<file path="config.mk">
export PLATFORM = sky130hd
export DESIGN_NAME = scp_serial_port
export DESIGN_NICKNAME = d
export VERILOG_FILES = /design/src/core/scp_pkg.sv /design/src/core/scp_serial_port.sv
export SDC_FILE = /design/constraint.sdc
export NUM_CORES = 1
export LEC_CHECK = 0
export ABC_AREA = 1
export BUFFER_PORTS_ARGS = -buffer_cell sky130_fd_sc_hd__buf_2
export CAP_MARGIN = 20
export CORE_ASPECT_RATIO = 2
export CORE_MARGIN = 3
export CORE_UTILIZATION = 45
export CTS_CLUSTER_SIZE = 8
export DETAILED_ROUTE_END_ITERATION = 8
export SYNTH_ARGS = -nofsm -noshare
export SYNTH_HDL_FRONTEND = slang
export SYNTH_SLANG_ARGS = --single-unit
</file>
<file path="constraint.sdc">
create_clock -name REF_CLK_I -period 2.5 [get_ports REF_CLK_I]
set_clock_uncertainty 0.2 [all_clocks]
set_input_delay 0.625 -clock REF_CLK_I [delete_from_list [all_inputs] [get_ports REF_CLK_I]]
set_output_delay 0.625 -clock REF_CLK_I [all_outputs]
set_load 0.005 [all_outputs]
</file>
<file path="src/core/scp_pkg.sv">
// Package for the serial command port: constants and carrier types
package scp_pkg;
   // Command byte prefixes (upper nibble decides target, low nibble for GPIO)
   localparam logic [3:0] CMD_DAC_NIB     = 4'h1;
   localparam logic [7:0] CMD_CONV_MASK   = 8'h80;
   localparam logic [7:0] CMD_SETUP_MASK  = 8'h40;
   localparam logic [3:0] CMD_GPIO_CFG    = 4'h0;
   localparam logic [3:0] CMD_GPIO_NIB_LO = 4'h0;
   // Low nibble codes under upper nibble 0000
   localparam logic [3:0] SUB_GPIO_CFG    = 4'h3;
   localparam logic [3:0] SUB_GPIO_WR     = 4'h4;
   localparam logic [3:0] SUB_GPIO_RD     = 4'h5;
   // Field positions
   localparam int         SETUP_CKSEL_MSB = 5;
   localparam int         SETUP_CKSEL_LSB = 4;
   localparam int         SETUP_REF_MSB   = 3;
   localparam int         SETUP_REF_LSB   = 2;
   localparam int         SETUP_DIFF_MSB  = 1;
   localparam int         SETUP_DIFF_LSB  = 0;
   localparam int         CONV_CH_MSB     = 6;
   localparam int         CONV_CH_LSB     = 3;
   localparam int         CONV_SCAN_MSB   = 2;
   localparam int         CONV_SCAN_LSB   = 1;
   localparam int         CONV_TEMP_BIT   = 0;
   localparam int         DIFF_SEL_BIT    = 0;
   // Widths
   localparam int         NUM_GP          = 4;
   localparam int         NUM_DAC         = 8;
   localparam int         DAC_W           = 10;
   localparam int         ADC_W           = 10;
   localparam logic [2:0] BITS_PER_BYTE   = 3'h7;
   localparam logic [1:0] CKSEL_MODE_11   = 2'h3;
   // Clocks after reset before the strap has crossed both sync stages
   localparam logic [1:0] WAKE_WAIT       = 2'h3;
   // Reset values
   localparam logic [7:0] CONV_RST        = 8'h00;
   localparam logic [5:0] SETUP_RST       = 6'h00;
   localparam logic [7:0] MODE_RST        = 8'h00;
   localparam logic [3:0] GP_RST          = 4'h0;
   localparam logic [DAC_W-1:0] DAC_ZERO  = 10'h000;
   localparam logic [DAC_W-1:0] DAC_FULL  = 10'h3FF;

   typedef enum logic [1:0] {
      TGT_NONE,
      TGT_ADC,
      TGT_DAC,
      TGT_GPIO
   } scp_target_t;

   typedef enum logic [1:0] {
      PH_CMD,
      PH_DATA1,
      PH_DATA2,
      PH_DONE
   } scp_phase_t;

   typedef struct packed {
      logic [1:0] sclk_sync;
      logic [1:0] cs_sync;
      logic [1:0] din_sync;
      logic [1:0] load_dac_n_sync;
      logic [1:0] wake_sync;
      logic       sclk_prev;
      logic       cs_prev;
      logic [1:0] boot_cnt;
   } scp_pins_t;

   typedef struct packed {
      scp_pins_t                         pins;
      scp_phase_t                        phase;
      scp_target_t                       target;
      logic [2:0]                        bit_cnt;
      logic [7:0]                        shift;
      logic [7:0]                        cmd;
      logic [7:0]                        byte1;
      logic [1:0]                        extra;
      logic [7:0]                        conv;
      logic [5:0]                        setup;
      logic [7:0]                        uni_mode;
      logic [7:0]                        bip_mode;
      logic [3:0]                        gp_dir;
      logic [3:0]                        gp_out;
      logic [NUM_DAC-1:0][DAC_W-1:0]     dac_input;
      logic [NUM_DAC-1:0][DAC_W-1:0]     dac_out;
      logic                              wake_taken;
      logic [15:0]                       tx;
      logic                              dout;
      logic                              dout_en;
      logic                              eoc_n;
      logic                              conv_req;
   } scp_state_t;
endpackage : scp_pkg

</file>
<file path="src/core/scp_serial_port.sv">
// Serial command port: command decode, configuration and DAC registers
//
// What this block does
// - Load-DAC low makes DAC registers transparent; input sampled on the reference clock via two-stage sync.
// - Serial interface acts only while chip select is low.
// - Serial output is released (enable low) whenever chip select is high.
// - Wake-select low wakes DACs at zero scale, high at full scale.
// - Works with serial clock idling low or high (CPOL equals CPHA).
// - Input bits captured on each falling serial clock edge while selected.
// - Clock modes 00, 01, 10 change output on falling edge.
// - Clock mode 11 changes output on rising edge.
// - Bipolar differential and temperature results are two's complement, others binary.
// - Chip select falling starts a new transaction.
// - Each transaction starts with an 8-bit command, MSB first.
// - Command decides length of 8, 16 or 24 bits and target.
// - Chip select high resets bit and byte position.
// - Conversion command sets channel, scan mode and temperature request.
// - Setup command sets clock mode, reference, polarity; optional byte loads mode register.
// - DAC write is 0001XXXX then two bytes: selector and data.
// - GPIO write is command byte plus exactly one data byte.
// - Variant without GPIOs ignores GPIO commands entirely.
// - Four general-purpose pins, each input or output.
// - End-of-conversion goes low once result is valid.
`timescale 1ns/1ns
module scp_serial_port #(
   parameter bit HAS_GPIO = 1'b1
) (
   input  wire logic                                       REF_CLK_I,
   input  wire logic                                       RSTN_I,
   input  wire logic                                       CS_N_I,
   input  wire logic                                       SCLK_I,
   input  wire logic                                       DIN_I,
   input  wire logic                                       LOAD_DAC_N_I,
   input  wire logic                                       DAC_WAKE_SELECT_I,
   input  wire logic [scp_pkg::ADC_W-1:0]                  ADC_RESULT_I,
   input  wire logic                                       ADC_RESULT_VALID_I,
   input  wire logic [scp_pkg::NUM_GP-1:0]                 GP_PIN_I,
   output logic      [scp_pkg::NUM_GP-1:0]                 GP_PIN_O,
   output logic      [scp_pkg::NUM_GP-1:0]                 GP_PIN_OE_O,
   output logic                                            DOUT_O,
   output logic                                            DOUT_OE_O,
   output logic                                            EOC_N_O,
   output logic      [7:0]                                 CONV_REG_O,
   output logic                                            CONV_REQ_O,
   output logic      [5:0]                                 SETUP_REG_O,
   output logic      [7:0]                                 UNI_MODE_O,
   output logic      [7:0]                                 BIP_MODE_O,
   output logic      [scp_pkg::NUM_DAC-1:0][scp_pkg::DAC_W-1:0] DAC_CODE_O
);
   scp_pkg::scp_state_t st_reg;
   scp_pkg::scp_state_t st_next;

   logic       sclk_s;
   logic       cs_s;
   logic       din_s;
   logic       fall;
   logic       rise;
   logic       cs_fall;
   logic [7:0] byte_in;
   logic       byte_done;
   logic       mode11;
   logic       bipolar_diff;
   logic [2:0] dac_sel;
   logic [scp_pkg::DAC_W-1:0] dac_val;
   logic [15:0] result_fmt;

   // Second stage only; first stage feeds nothing else
   assign sclk_s       = st_reg.pins.sclk_sync[1];
   assign cs_s         = st_reg.pins.cs_sync[1];
   assign din_s        = st_reg.pins.din_sync[1];
   assign fall         = st_reg.pins.sclk_prev & ~sclk_s & ~cs_s;
   assign rise         = ~st_reg.pins.sclk_prev & sclk_s & ~cs_s;
   assign cs_fall      = st_reg.pins.cs_prev & ~cs_s;
   assign byte_in      = {st_reg.shift[6:0], din_s};
   assign byte_done    = fall && (st_reg.bit_cnt == scp_pkg::BITS_PER_BYTE);
   assign mode11       = (st_reg.setup[scp_pkg::SETUP_CKSEL_MSB:scp_pkg::SETUP_CKSEL_LSB] == scp_pkg::CKSEL_MODE_11);
   assign bipolar_diff = st_reg.setup[scp_pkg::SETUP_DIFF_MSB:scp_pkg::SETUP_DIFF_LSB] != 2'h0
                         && st_reg.bip_mode[scp_pkg::DIFF_SEL_BIT];
   assign dac_sel      = st_reg.byte1[6:4];
   assign dac_val      = {st_reg.byte1[3:0], byte_in[7:2]};

   // Bipolar differential and temperature codes are offset binary; flipping MSB gives two's complement
   always_comb begin
      result_fmt = {6'h00, ADC_RESULT_I};
      if (bipolar_diff || st_reg.conv[scp_pkg::CONV_TEMP_BIT]) begin
         result_fmt = {{6{~ADC_RESULT_I[scp_pkg::ADC_W-1]}}, ~ADC_RESULT_I[scp_pkg::ADC_W-1],
                       ADC_RESULT_I[scp_pkg::ADC_W-2:0]};
      end
   end

   always_comb begin
      st_next = st_reg;
      st_next.pins.sclk_sync = {st_reg.pins.sclk_sync[0], SCLK_I};
      st_next.pins.cs_sync   = {st_reg.pins.cs_sync[0], CS_N_I};
      st_next.pins.din_sync  = {st_reg.pins.din_sync[0], DIN_I};
      st_next.pins.load_dac_n_sync = {st_reg.pins.load_dac_n_sync[0], LOAD_DAC_N_I};
      st_next.pins.wake_sync = {st_reg.pins.wake_sync[0], DAC_WAKE_SELECT_I};
      st_next.pins.sclk_prev = sclk_s;
      st_next.pins.cs_prev   = cs_s;
      st_next.conv_req       = 1'b0;

      // Strap caught once, only after it has passed both sync stages
      if (st_reg.pins.boot_cnt != scp_pkg::WAKE_WAIT) begin
         st_next.pins.boot_cnt = st_reg.pins.boot_cnt + 2'h1;
      end else if (!st_reg.wake_taken) begin
         st_next.wake_taken = 1'b1;
         for (int i = 0; i < scp_pkg::NUM_DAC; i++) begin
            st_next.dac_input[i] = st_reg.pins.wake_sync[1] ? scp_pkg::DAC_FULL : scp_pkg::DAC_ZERO;
            st_next.dac_out[i]   = st_reg.pins.wake_sync[1] ? scp_pkg::DAC_FULL : scp_pkg::DAC_ZERO;
         end
      end

      if (cs_s) begin
         st_next.phase   = scp_pkg::PH_CMD;
         st_next.bit_cnt = 3'h0;
         st_next.shift   = 8'h00;
         st_next.dout_en = 1'b0;
      end else begin
         st_next.dout_en = 1'b1;
         if (cs_fall) begin
            st_next.phase   = scp_pkg::PH_CMD;
            st_next.bit_cnt = 3'h0;
            st_next.dout    = st_reg.tx[15];
         end
         // Output shifts on rising edge in mode 11, falling otherwise
         if ((mode11 && rise) || (!mode11 && fall)) begin
            st_next.dout = st_reg.tx[14];
            st_next.tx   = {st_reg.tx[14:0], 1'b0};
            st_next.eoc_n = 1'b1;
         end
         if (fall) begin
            st_next.shift   = byte_in;
            st_next.bit_cnt = st_reg.bit_cnt + 3'h1;
         end
         if (byte_done) begin
            unique case (st_reg.phase)
               scp_pkg::PH_CMD: begin
                  st_next.cmd   = byte_in;
                  st_next.phase = scp_pkg::PH_DONE;
                  st_next.extra = 2'h0;
                  // Decode on eighth edge; length and target fixed here
                  if ((byte_in & scp_pkg::CMD_CONV_MASK) != 8'h00) begin
                     st_next.conv     = byte_in;
                     st_next.conv_req = 1'b1;
                     st_next.target   = scp_pkg::TGT_ADC;
                  end else if ((byte_in & scp_pkg::CMD_SETUP_MASK) != 8'h00) begin
                     st_next.setup  = byte_in[5:0];
                     st_next.target = scp_pkg::TGT_ADC;
                     if (byte_in[5:4] != 2'h0 || byte_in[1:0] != 2'h0) begin
                        st_next.phase = scp_pkg::PH_DATA1;
                        st_next.extra = 2'h1;
                     end
                  end else if (byte_in[7:4] == scp_pkg::CMD_DAC_NIB) begin
                     st_next.target = scp_pkg::TGT_DAC;
                     st_next.phase  = scp_pkg::PH_DATA1;
                     st_next.extra  = 2'h2;
                  end else if (byte_in[3:0] == scp_pkg::SUB_GPIO_CFG || byte_in[3:0] == scp_pkg::SUB_GPIO_WR) begin
                     // Without GPIOs the command is simply dropped
                     if (HAS_GPIO) begin
                        st_next.target = scp_pkg::TGT_GPIO;
                        st_next.phase  = scp_pkg::PH_DATA1;
                        st_next.extra  = 2'h1;
                     end
                  end else if (byte_in[3:0] == scp_pkg::SUB_GPIO_RD && HAS_GPIO) begin
                     st_next.tx = {GP_PIN_I, 12'h000};
                  end
               end
               scp_pkg::PH_DATA1: begin
                  st_next.byte1 = byte_in;
                  if (st_reg.extra == 2'h1) begin
                     st_next.phase = scp_pkg::PH_DONE;
                     if (st_reg.target == scp_pkg::TGT_GPIO) begin
                        if (st_reg.cmd[3:0] == scp_pkg::SUB_GPIO_CFG) begin
                           st_next.gp_dir = byte_in[3:0];
                        end else begin
                           st_next.gp_out = byte_in[3:0];
                        end
                     end else if (st_reg.cmd[1:0] != 2'h0) begin
                        st_next.bip_mode = byte_in;
                     end else begin
                        st_next.uni_mode = byte_in;
                     end
                  end else begin
                     st_next.phase = scp_pkg::PH_DATA2;
                  end
               end
               scp_pkg::PH_DATA2: begin
                  // Commit only once the full third byte is in
                  st_next.dac_input[dac_sel] = dac_val;
                  st_next.phase = scp_pkg::PH_DONE;
               end
               scp_pkg::PH_DONE: begin
                  st_next.phase = scp_pkg::PH_DONE; // Extra bytes ignored
               end
            endcase
         end
      end

      // New result wins over a shift in the same cycle
      if (ADC_RESULT_VALID_I) begin
         st_next.tx    = result_fmt;
         st_next.eoc_n = 1'b0;
      end

      // Level-sensitive transfer mirrors a transparent latch
      if (!st_reg.pins.load_dac_n_sync[1]) begin
         st_next.dac_out = st_next.dac_input;
      end
   end

   always_ff @(posedge REF_CLK_I or negedge RSTN_I) begin
      if (!RSTN_I) begin
         st_reg <= '0;
         st_reg.pins.cs_sync   <= 2'h3;
         st_reg.pins.cs_prev   <= 1'b1;
         st_reg.pins.load_dac_n_sync <= 2'h3;
         st_reg.eoc_n          <= 1'b1;
         st_reg.phase          <= scp_pkg::PH_CMD;
         st_reg.target         <= scp_pkg::TGT_NONE;
         st_reg.conv           <= scp_pkg::CONV_RST;
         st_reg.setup          <= scp_pkg::SETUP_RST;
         st_reg.uni_mode       <= scp_pkg::MODE_RST;
         st_reg.bip_mode       <= scp_pkg::MODE_RST;
         st_reg.gp_dir         <= scp_pkg::GP_RST;
         st_reg.gp_out         <= scp_pkg::GP_RST;
      end else begin
         st_reg <= st_next;
      end
   end

   assign GP_PIN_O    = st_reg.gp_out;
   assign GP_PIN_OE_O = st_reg.gp_dir;
   assign DOUT_O      = st_reg.dout;
   assign DOUT_OE_O   = st_reg.dout_en;
   assign EOC_N_O     = st_reg.eoc_n;
   assign CONV_REG_O  = st_reg.conv;
   assign CONV_REQ_O  = st_reg.conv_req;
   assign SETUP_REG_O = st_reg.setup;
   assign UNI_MODE_O  = st_reg.uni_mode;
   assign BIP_MODE_O  = st_reg.bip_mode;
   assign DAC_CODE_O  = st_reg.dac_out;
endmodule : scp_serial_port

</file>
==> results of run 1 <==
==> cells in the mapped netlist (3+ instances only) <==
| cell | number |
|---|---|
| inv_1 | 162 |
| buf_1 | 9 |
| ha_1 | 4 |
| nor2_1 | 38 |
| clkbuf_1 | 50 |
| dfstp_2 | 6 |
| nand2_2 | 8 |
| o21ai_0 | 119 |
| nor2_4 | 3 |
| inv_2 | 4 |
| buf_4 | 119 |
| o21ai_1 | 9 |
| o22ai_1 | 9 |
| nor2_2 | 5 |
| dfrtp_1 | 254 |
| nand4_1 | 7 |
| nand3_1 | 116 |
| o211ai_1 | 51 |
| nand2_1 | 514 |
| a21oi_1 | 14 |
| buf_6 | 3 |
| buf_2 | 16 |
==> layout make-up <==
cell class	instances	area, µm²
Clock buffer	51	1020
Clock inverter	2	38.8
Fill cell	2635	13200
Inverter	167	627
Multi-Input combinational cell	911	4180
Sequential cell	260	6510
Tap cell	348	435
Timing Repair Buffer	185	1120
==> how the worst max path moves through the flow <==
stage	slack (ns)	startpoint	endpoint	cells past startpoint
detailed placement	0.20	st_reg[245]	DAC_CODE_O[29]	8
global route	-0.02	st_reg[245]	GP_PIN_O[2]	7
CTS	0.17	st_reg[245]	DAC_CODE_O[29]	8
finish	0.18	st_reg[245]	DAC_CODE_O[29]	8
global placement	0.25	st_reg[245]	DAC_CODE_O[29]	8
floorplan	0.61	st_reg[245]	DAC_CODE_O[1]	10
==> worst max-delay path: cells and delay by family (launching register included) <==
family	cells	cell delay (ns)
simple gates	4	0.90
flops	1	0.36
fa+ha+maj	2	0.35
compound gates	1	0.33
buf+inv	1	0.09
==> through the flow <==
| stage | instances | cell area [µm²] | utilization (%) | TNS [ns] |
|---|---|---|---|---|
| 6_report | 1924 | 13900 | 51.4 | 0 |
| 5_1_grt | 1924 | 13900 | 51.4 | -0.0281 |
| 4_1_cts | 1924 | 13900 | 51.4 | 0 |
| 3_5_place_dp | 1869 | 12900 | 47.4 | 0 |
| 3_3_place_gp | 1869 | 12900 | 47.4 | 0 |
| 2_1_floorplan | 1535 | 12500 | - | 0 |
==> where the power goes <==
part	switching, mW	internal, mW	leakage [nW]
Clock	1.76	2.91	0.513
Sequential	0.113	4.44	3.23
Combinational	0.455	0.282	3.97
Total	2.33	7.63	7.71
==> cell families (layout without fill, tap and decap cells) <==
logic type | count (synthesis) | in the layout
fa+ha+maj | 4 | 4
compound gates | 208 | 208
xor+xnor | 1 | 1
flops | 260 | 260
simple gates | 698 | 698
buf+inv | 364 | 405
==> per-layer routing <==
metal	vias to the layer above	part of all wire [%]	global-route usage [%]	wire length (µm)
met3	73	3.8	2.90	1220
li1	4784	-	-	-
met4	0	4.1	9.13	1320
met1	4529	38	24.9	12200
met5	-	0	0	0
met2	223	54	39.8	17300
==> layout by cell type, fill, tap and decap left out, types with 5 or more instances in the layout <==
cell       instances
o21ai_0          119
inv_1            162
buf_2            142
clkbuf_16         39
buf_12             6
nor2_1            37
nand2_2            8
nand4_1            7
o22ai_1            9
o211ai_1          51
nand2_1          513
a21oi_1           14
buf_4             34
dfstp_2            6
dfrtp_1          254
nor2_2             5
clkbuf_1          12
o21ai_1            9
nand3_1          115
==> timing repair <==
item,4_1_cts,5_1_grt
hold endpoints to repair,50,0
resized for setup,0,1
hold buffers,2,0
setup buffers,0,0
endpoints found under the setup margin,0,1
==> qor.txt, run 1 <==
Total Wirelength -> 32000 µm
Total Nets Final -> 1589
Post-Synth Adder-Cell Area -> 0.400%
Die X -> 124 µm
Initial Util -> 46.2%
all-layer global routing usage -> 21.8%
Max Slew Vio Count -> 0
DRT antenna net count -> 0
Hold Path Sink -> st_next[265]
Worst path max stage delay -> 0.37 ns
WP data required -> 2.74 ns
GRT overflow -> 0
CTS tree -> done
Num CTS Buffers -> 38
synth-to-layout area growth -> 11.3%
Post-Synth Simple-Gate Area -> 23.1%
Final Critical Period -> 2.32 ns
mapped cell area -> 12500 µm²
Slew @ Worst Pin -> 0.863 ns
Crit Path Category -> reg -> reg
reg-to-reg startpoint -> st_reg[245]
Clock Tree Buf Depth -> 3
number of global-route vias before repair -> 9578
number of antenna diodes -> 0
Worst R2R Path Depth -> 8
Synth Area in Compound Gates -> 9.59%
top cells by area, synth -> dfrtp_1 51%, nand2_1 15%, buf_4 7.1%
fmax -> 432 MHz
CP Capture Type -> flop
share of post-route cells with drive strength above 1 -> 16.5%
DRT Pass-1 Iters -> 6
Pwr Total -> 9.95 mW
Clock Sink Count -> 260
sequential area share after synthesis -> 52.0%
first-pass GRT wire length -> 51500 µm
hold crit path type -> in -> reg
DR vias/cell -> 4.99
WHS Path Cells -> 1
RSZ-0062 raised after global routing -> true
worst-path maximum fanout -> 24
VDD IR-drop max -> 0.470 mV
Synth warnings -> 0
worst r2r dst -> DAC_CODE_O[29]
routability cong. -> 0.853
synthesized area per cell -> 8.16 µm²
status -> finished clean
Hold Slack -> 0.0214 ns
Worst-path clk slew -> 0.05 ns
area leader, netlist -> dfrtp_1
XOR/XNOR share of the synthesized area -> 0.0699%
initial antenna violation count -> 0
largest net degree at the start of global routing -> 80
setup violators final -> 0
ys async rst share -> 100%
Max-Cap Viols -> 0
most used cell, CP -> ha_1
Hold Startpoint -> SCLK_I
max FFs per register -> 116
Port Buf Inserts -> 143
largest family of logic cells by synthesized area -> simple AND/OR/NAND/NOR gates
Die Ht -> 242 µm
clock root cell -> clkbuf_16
syn nets -> 1561
Die ar. -> 30000 µm²
post-synth top area share -> 50.7%
HPWL after detailed placement -> 21600 µm
Routed WL per cell -> 16.6 µm
DR iter-0 viols -> 555
slew margin rel. -> 42.5%
Final WS setup -> 0.185 ns
I/O pin cnt -> 144
number of library cell types mapped by synthesis -> 34
clk_lat worst skew -> 0.51 ns
row cnt -> 85
pre-CTS setup slack -> 0.199 ns
Leak -> 7.71 nW
# H-tree levels -> 2
crit start category -> flop
top_reg_cell synth -> dfrtp_1
post-synthesis mux area share -> 0%
cell-by-cell trace of the critical path -> ha_1 -> ha_1 -> inv_1 -> nor2_4 -> nand2_2 -> o21ai_0 -> nand2_1 -> nand3_1
Core Area -> 27100 µm²
Yosys reg bits -> 260
endpoints failing hold -> 0
period utilisation layout -> 92.6%
number of enable flip-flop cells after synthesis -> 0
DR vias -> 9609
Synth Instances -> 1535
DRC violations left -> 0
flop2flop setup slack -> 0.18 ns
P per Cell Area -> 714 nW/µm²
Slowest-stage cell, CP -> nand2_2
arrival time of the worst setup path -> 2.56 ns
(Power assumes the default switching activity.)
==> run 2, diff against run 1 <==
- ABC_AREA: 1 -> default
- CORE_MARGIN: 3 -> 2
==> run 2 against run 1 <==
Effect of this change:
- sequential share of layout area shrank 0.83 points
- non-clock buffer count grew 36
- via count decreased by 3.6%
- power about the same
- sequential cell count unchanged
- combinational power rose by 0.9%
- largest cell class unchanged
==> qor.txt, run 2 <==
status -> finished clean
Die X -> 122 µm (-1.6%)
final instance area -> 14200 µm² (+1.8%)
pre-CTS setup slack -> 0.0119 ns (-0.187 ns)
Synth Instances -> 1256 (-18%)
setup violators final -> 0 (unchanged)
top cells by area, synth -> dfrtp_1 51%, buf_4 7.1%, a21oi_1 6.4%
DRT Pass-1 Iters -> 4 (-2)
DRC violations left -> 0 (unchanged)
CTS tree -> done
period utilisation layout -> 96.2% (+3.6 points)
initial antenna violation count -> 0 (unchanged)
DR iter-0 viols -> 613 (+10%)
HPWL after detailed placement -> 21600 µm (+0.30%)
RSZ-0062 raised after global routing -> false
Max-Cap Viols -> 0 (unchanged)
P per Cell Area -> 701 nW/µm² (-1.8%)
clock root cell -> clkbuf_16
DR vias -> 9261 (-3.6%)
CP top delay family -> simple AND/OR/NAND/NOR gates
Total Wirelength -> 33000 µm (+3.0%)
DR vias/cell -> 5.66 (+13%)
arrival time of the worst setup path -> 2.60 ns (+0.04 ns)
Max Slew Vio Count -> 0 (unchanged)
number of library cell types mapped by synthesis -> 56 (+65%)
number of antenna diodes -> 0 (unchanged)
Hold Slack -> 0.0210 ns (-0.000385 ns)
Die Ht -> 240 µm (-0.80%)
placed cell areas -> 13100 µm² (+1.8%)
row cnt -> 86 (+1.2%)
Slew @ Worst Pin -> 0.582 ns (-0.280 ns)
Crit Path Category -> reg -> reg
Worst path max stage delay -> 0.63 ns (+0.26 ns)
clk_lat worst skew -> 0.52 ns (about the same)
max FFs per register -> 116 (unchanged)
worst-path maximum fanout -> 4 (-83%)
sequential area share after synthesis -> 52.0% (about the same)
number of global-route vias before repair -> 9262 (-3.3%)
Die ar. -> 29300 µm² (-2.4%)
hold crit path type -> in -> reg
top_reg_cell synth -> dfrtp_1
number of enable flip-flop cells after synthesis -> 0 (unchanged)
cell-by-cell trace of the critical path -> ha_1 -> ha_2 -> and4bb_2 -> nand4b_1 -> or4b_4 -> mux2_2
Final WS setup -> 0.0949 ns (-0.0901 ns)
all-layer global routing usage -> 23.1% (+1.3 points)
Slowest-stage cell, CP -> or4b_4
first-pass GRT wire length -> 52200 µm (+1.4%)
# H-tree levels -> 2 (unchanged)
WP data required -> 2.69 ns (-0.05 ns)
mapped cell area -> 12500 µm² (about the same)
Routed WL per cell -> 20.2 µm (+21%)
endpoints failing hold -> 0 (unchanged)
VDD IR-drop max -> 0.535 mV (+14%)
routability cong. -> 0.834 (-2.3%)
Clock Sink Count -> 260 (unchanged)
top-count cell post-synth -> dfrtp_1
share of post-route cells with drive strength above 1 -> 26.5% (+10 points)
slew margin rel. -> 61.2% (+19 points)
Num CTS Buffers -> 38 (unchanged)
Final Critical Period -> 2.41 ns (+0.0901 ns)
Synth warnings -> 0 (unchanged)
DRT antenna net count -> 0 (unchanged)
ys async rst share -> 100% (unchanged)
crit start category -> flop
Core Area -> 27400 µm² (+1.2%)
syn nets -> 1282 (-18%)
Yosys reg bits -> 260 (unchanged)
fmax -> 416 MHz (-3.7%)
Leak -> 6.60 nW (-14%)
Worst-path clk slew -> 0.05 ns (about the same)
largest net degree at the start of global routing -> 74 (-7.5%)
Total Nets Final -> 1304 (-18%)
synthesized area per cell -> 9.98 µm² (+22%)
I/O pin cnt -> 144 (unchanged)
Port Buf Inserts -> 143 (unchanged)
Initial Util -> 45.7% (-0.51 points)
GRT overflow -> 0 (unchanged)
area leader, netlist -> dfrtp_1
post-synth top area share -> 50.7% (about the same)
Clock Tree Buf Depth -> 3 (unchanged)
CP Capture Type -> flop
setup TNS -> 0 ns (unchanged)
most instantiated cells after synthesis -> 254 x dfrtp_1, 161 x a21oi_1, 155 x nand2_1
synth-to-layout area growth -> 13.3%
CP bufs+invs -> 0 (-1)
most common cell after layout, fill and taps aside -> dfrtp_1
most frequent cells in the layout -> 254 x dfrtp_1, 161 x a21oi_1, 155 x nand2_1
-- run 2: metal layers --
metal | part of all wire, % | GRT usage [%] | up-vias
li1 | - | - | 4384
met1 | 37 | 26.5 | 4574
met2 | 55 | 42.2 | 234
met3 | 4.2 | 3.25 | 69
met4 | 3.8 | 9.96 | 0
met5 | 0 | 0 | -
-- run 2: cells by family (layout without fill, tap and decap cells) --
| family | after synthesis | in the layout | share of synthesized area [%] |
|---|---|---|---|
| adders and majority gates | 4 | 4 | 0.399 |
| buffers and inverters | 245 | 273 | 11.2 |
| DFF | 260 | 260 | 52.0 |
| muxes | 54 | 54 | 4.81 |
| and+or+nand+nor | 310 | 310 | 11.4 |
| xor gates and xnor gates | 1 | 1 | 0.0699 |
| AOI/OAI and AO/OA | 382 | 382 | 20.1 |
-- run 2: what timing repair did --
item,in CTS,in global routing
hold buffers,5,0
hold endpoints to repair,30,0
endpoints found under the setup margin,0,21
buffers inserted,0,1
resized for setup,0,3
-- run 2: path summary, 6_finish.rpt --
| check | from | slack, ns | endpoint | cells after the start |
|---|---|---|---|---|
| setup / recovery | st_reg[245] | 0.09 | GP_PIN_O[2] | 6 |
| hold / removal | CS_N_I | 0.02 | st_next[263] | 1 |
| setup reg to reg | st_reg[245] | 0.09 | GP_PIN_O[2] | 6 |
| hold reg to reg | st_next[265] | 0.14 | sclk_s | 0 |
| max in group asynchronous | RSTN_I | 1.02 | st_reg[154] | 3 |
| min in group asynchronous | RSTN_I | 0.38 | st_reg[16] | 2 |
-- run 2: through the flow --
stage | power (mW) | instances | utilization (%)
detailed placement | 5.40 | 1584 | 47.7
global route | 10.3 | 1636 | 51.7
floorplan | 5.13 | 1256 | -
finish | 9.95 | 1636 | 51.7
CTS | 10.1 | 1635 | 51.7
global placement | 5.38 | 1584 | 47.7
-- run 2: layout make-up --
type / instances / area (µm²)
fillers: 2556 / 13200
flip-flops and latches: 260 / 6510
multi-input cells: 751 / 4660
repair buffers: 221 / 1520
clock buffers: 44 / 995
well taps: 352 / 440
clock inverters: 2 / 38.8
inverters: 6 / 22.5
-- run 2: power by group --
group          internal, mW  switching (mW)  leakage [nW]  total, mW
clock                  2.86            1.77         0.505       4.63
combinational         0.322           0.423          2.95      0.744
sequential             4.44           0.138          3.14       4.58
total                  7.62            2.33          6.60       9.95
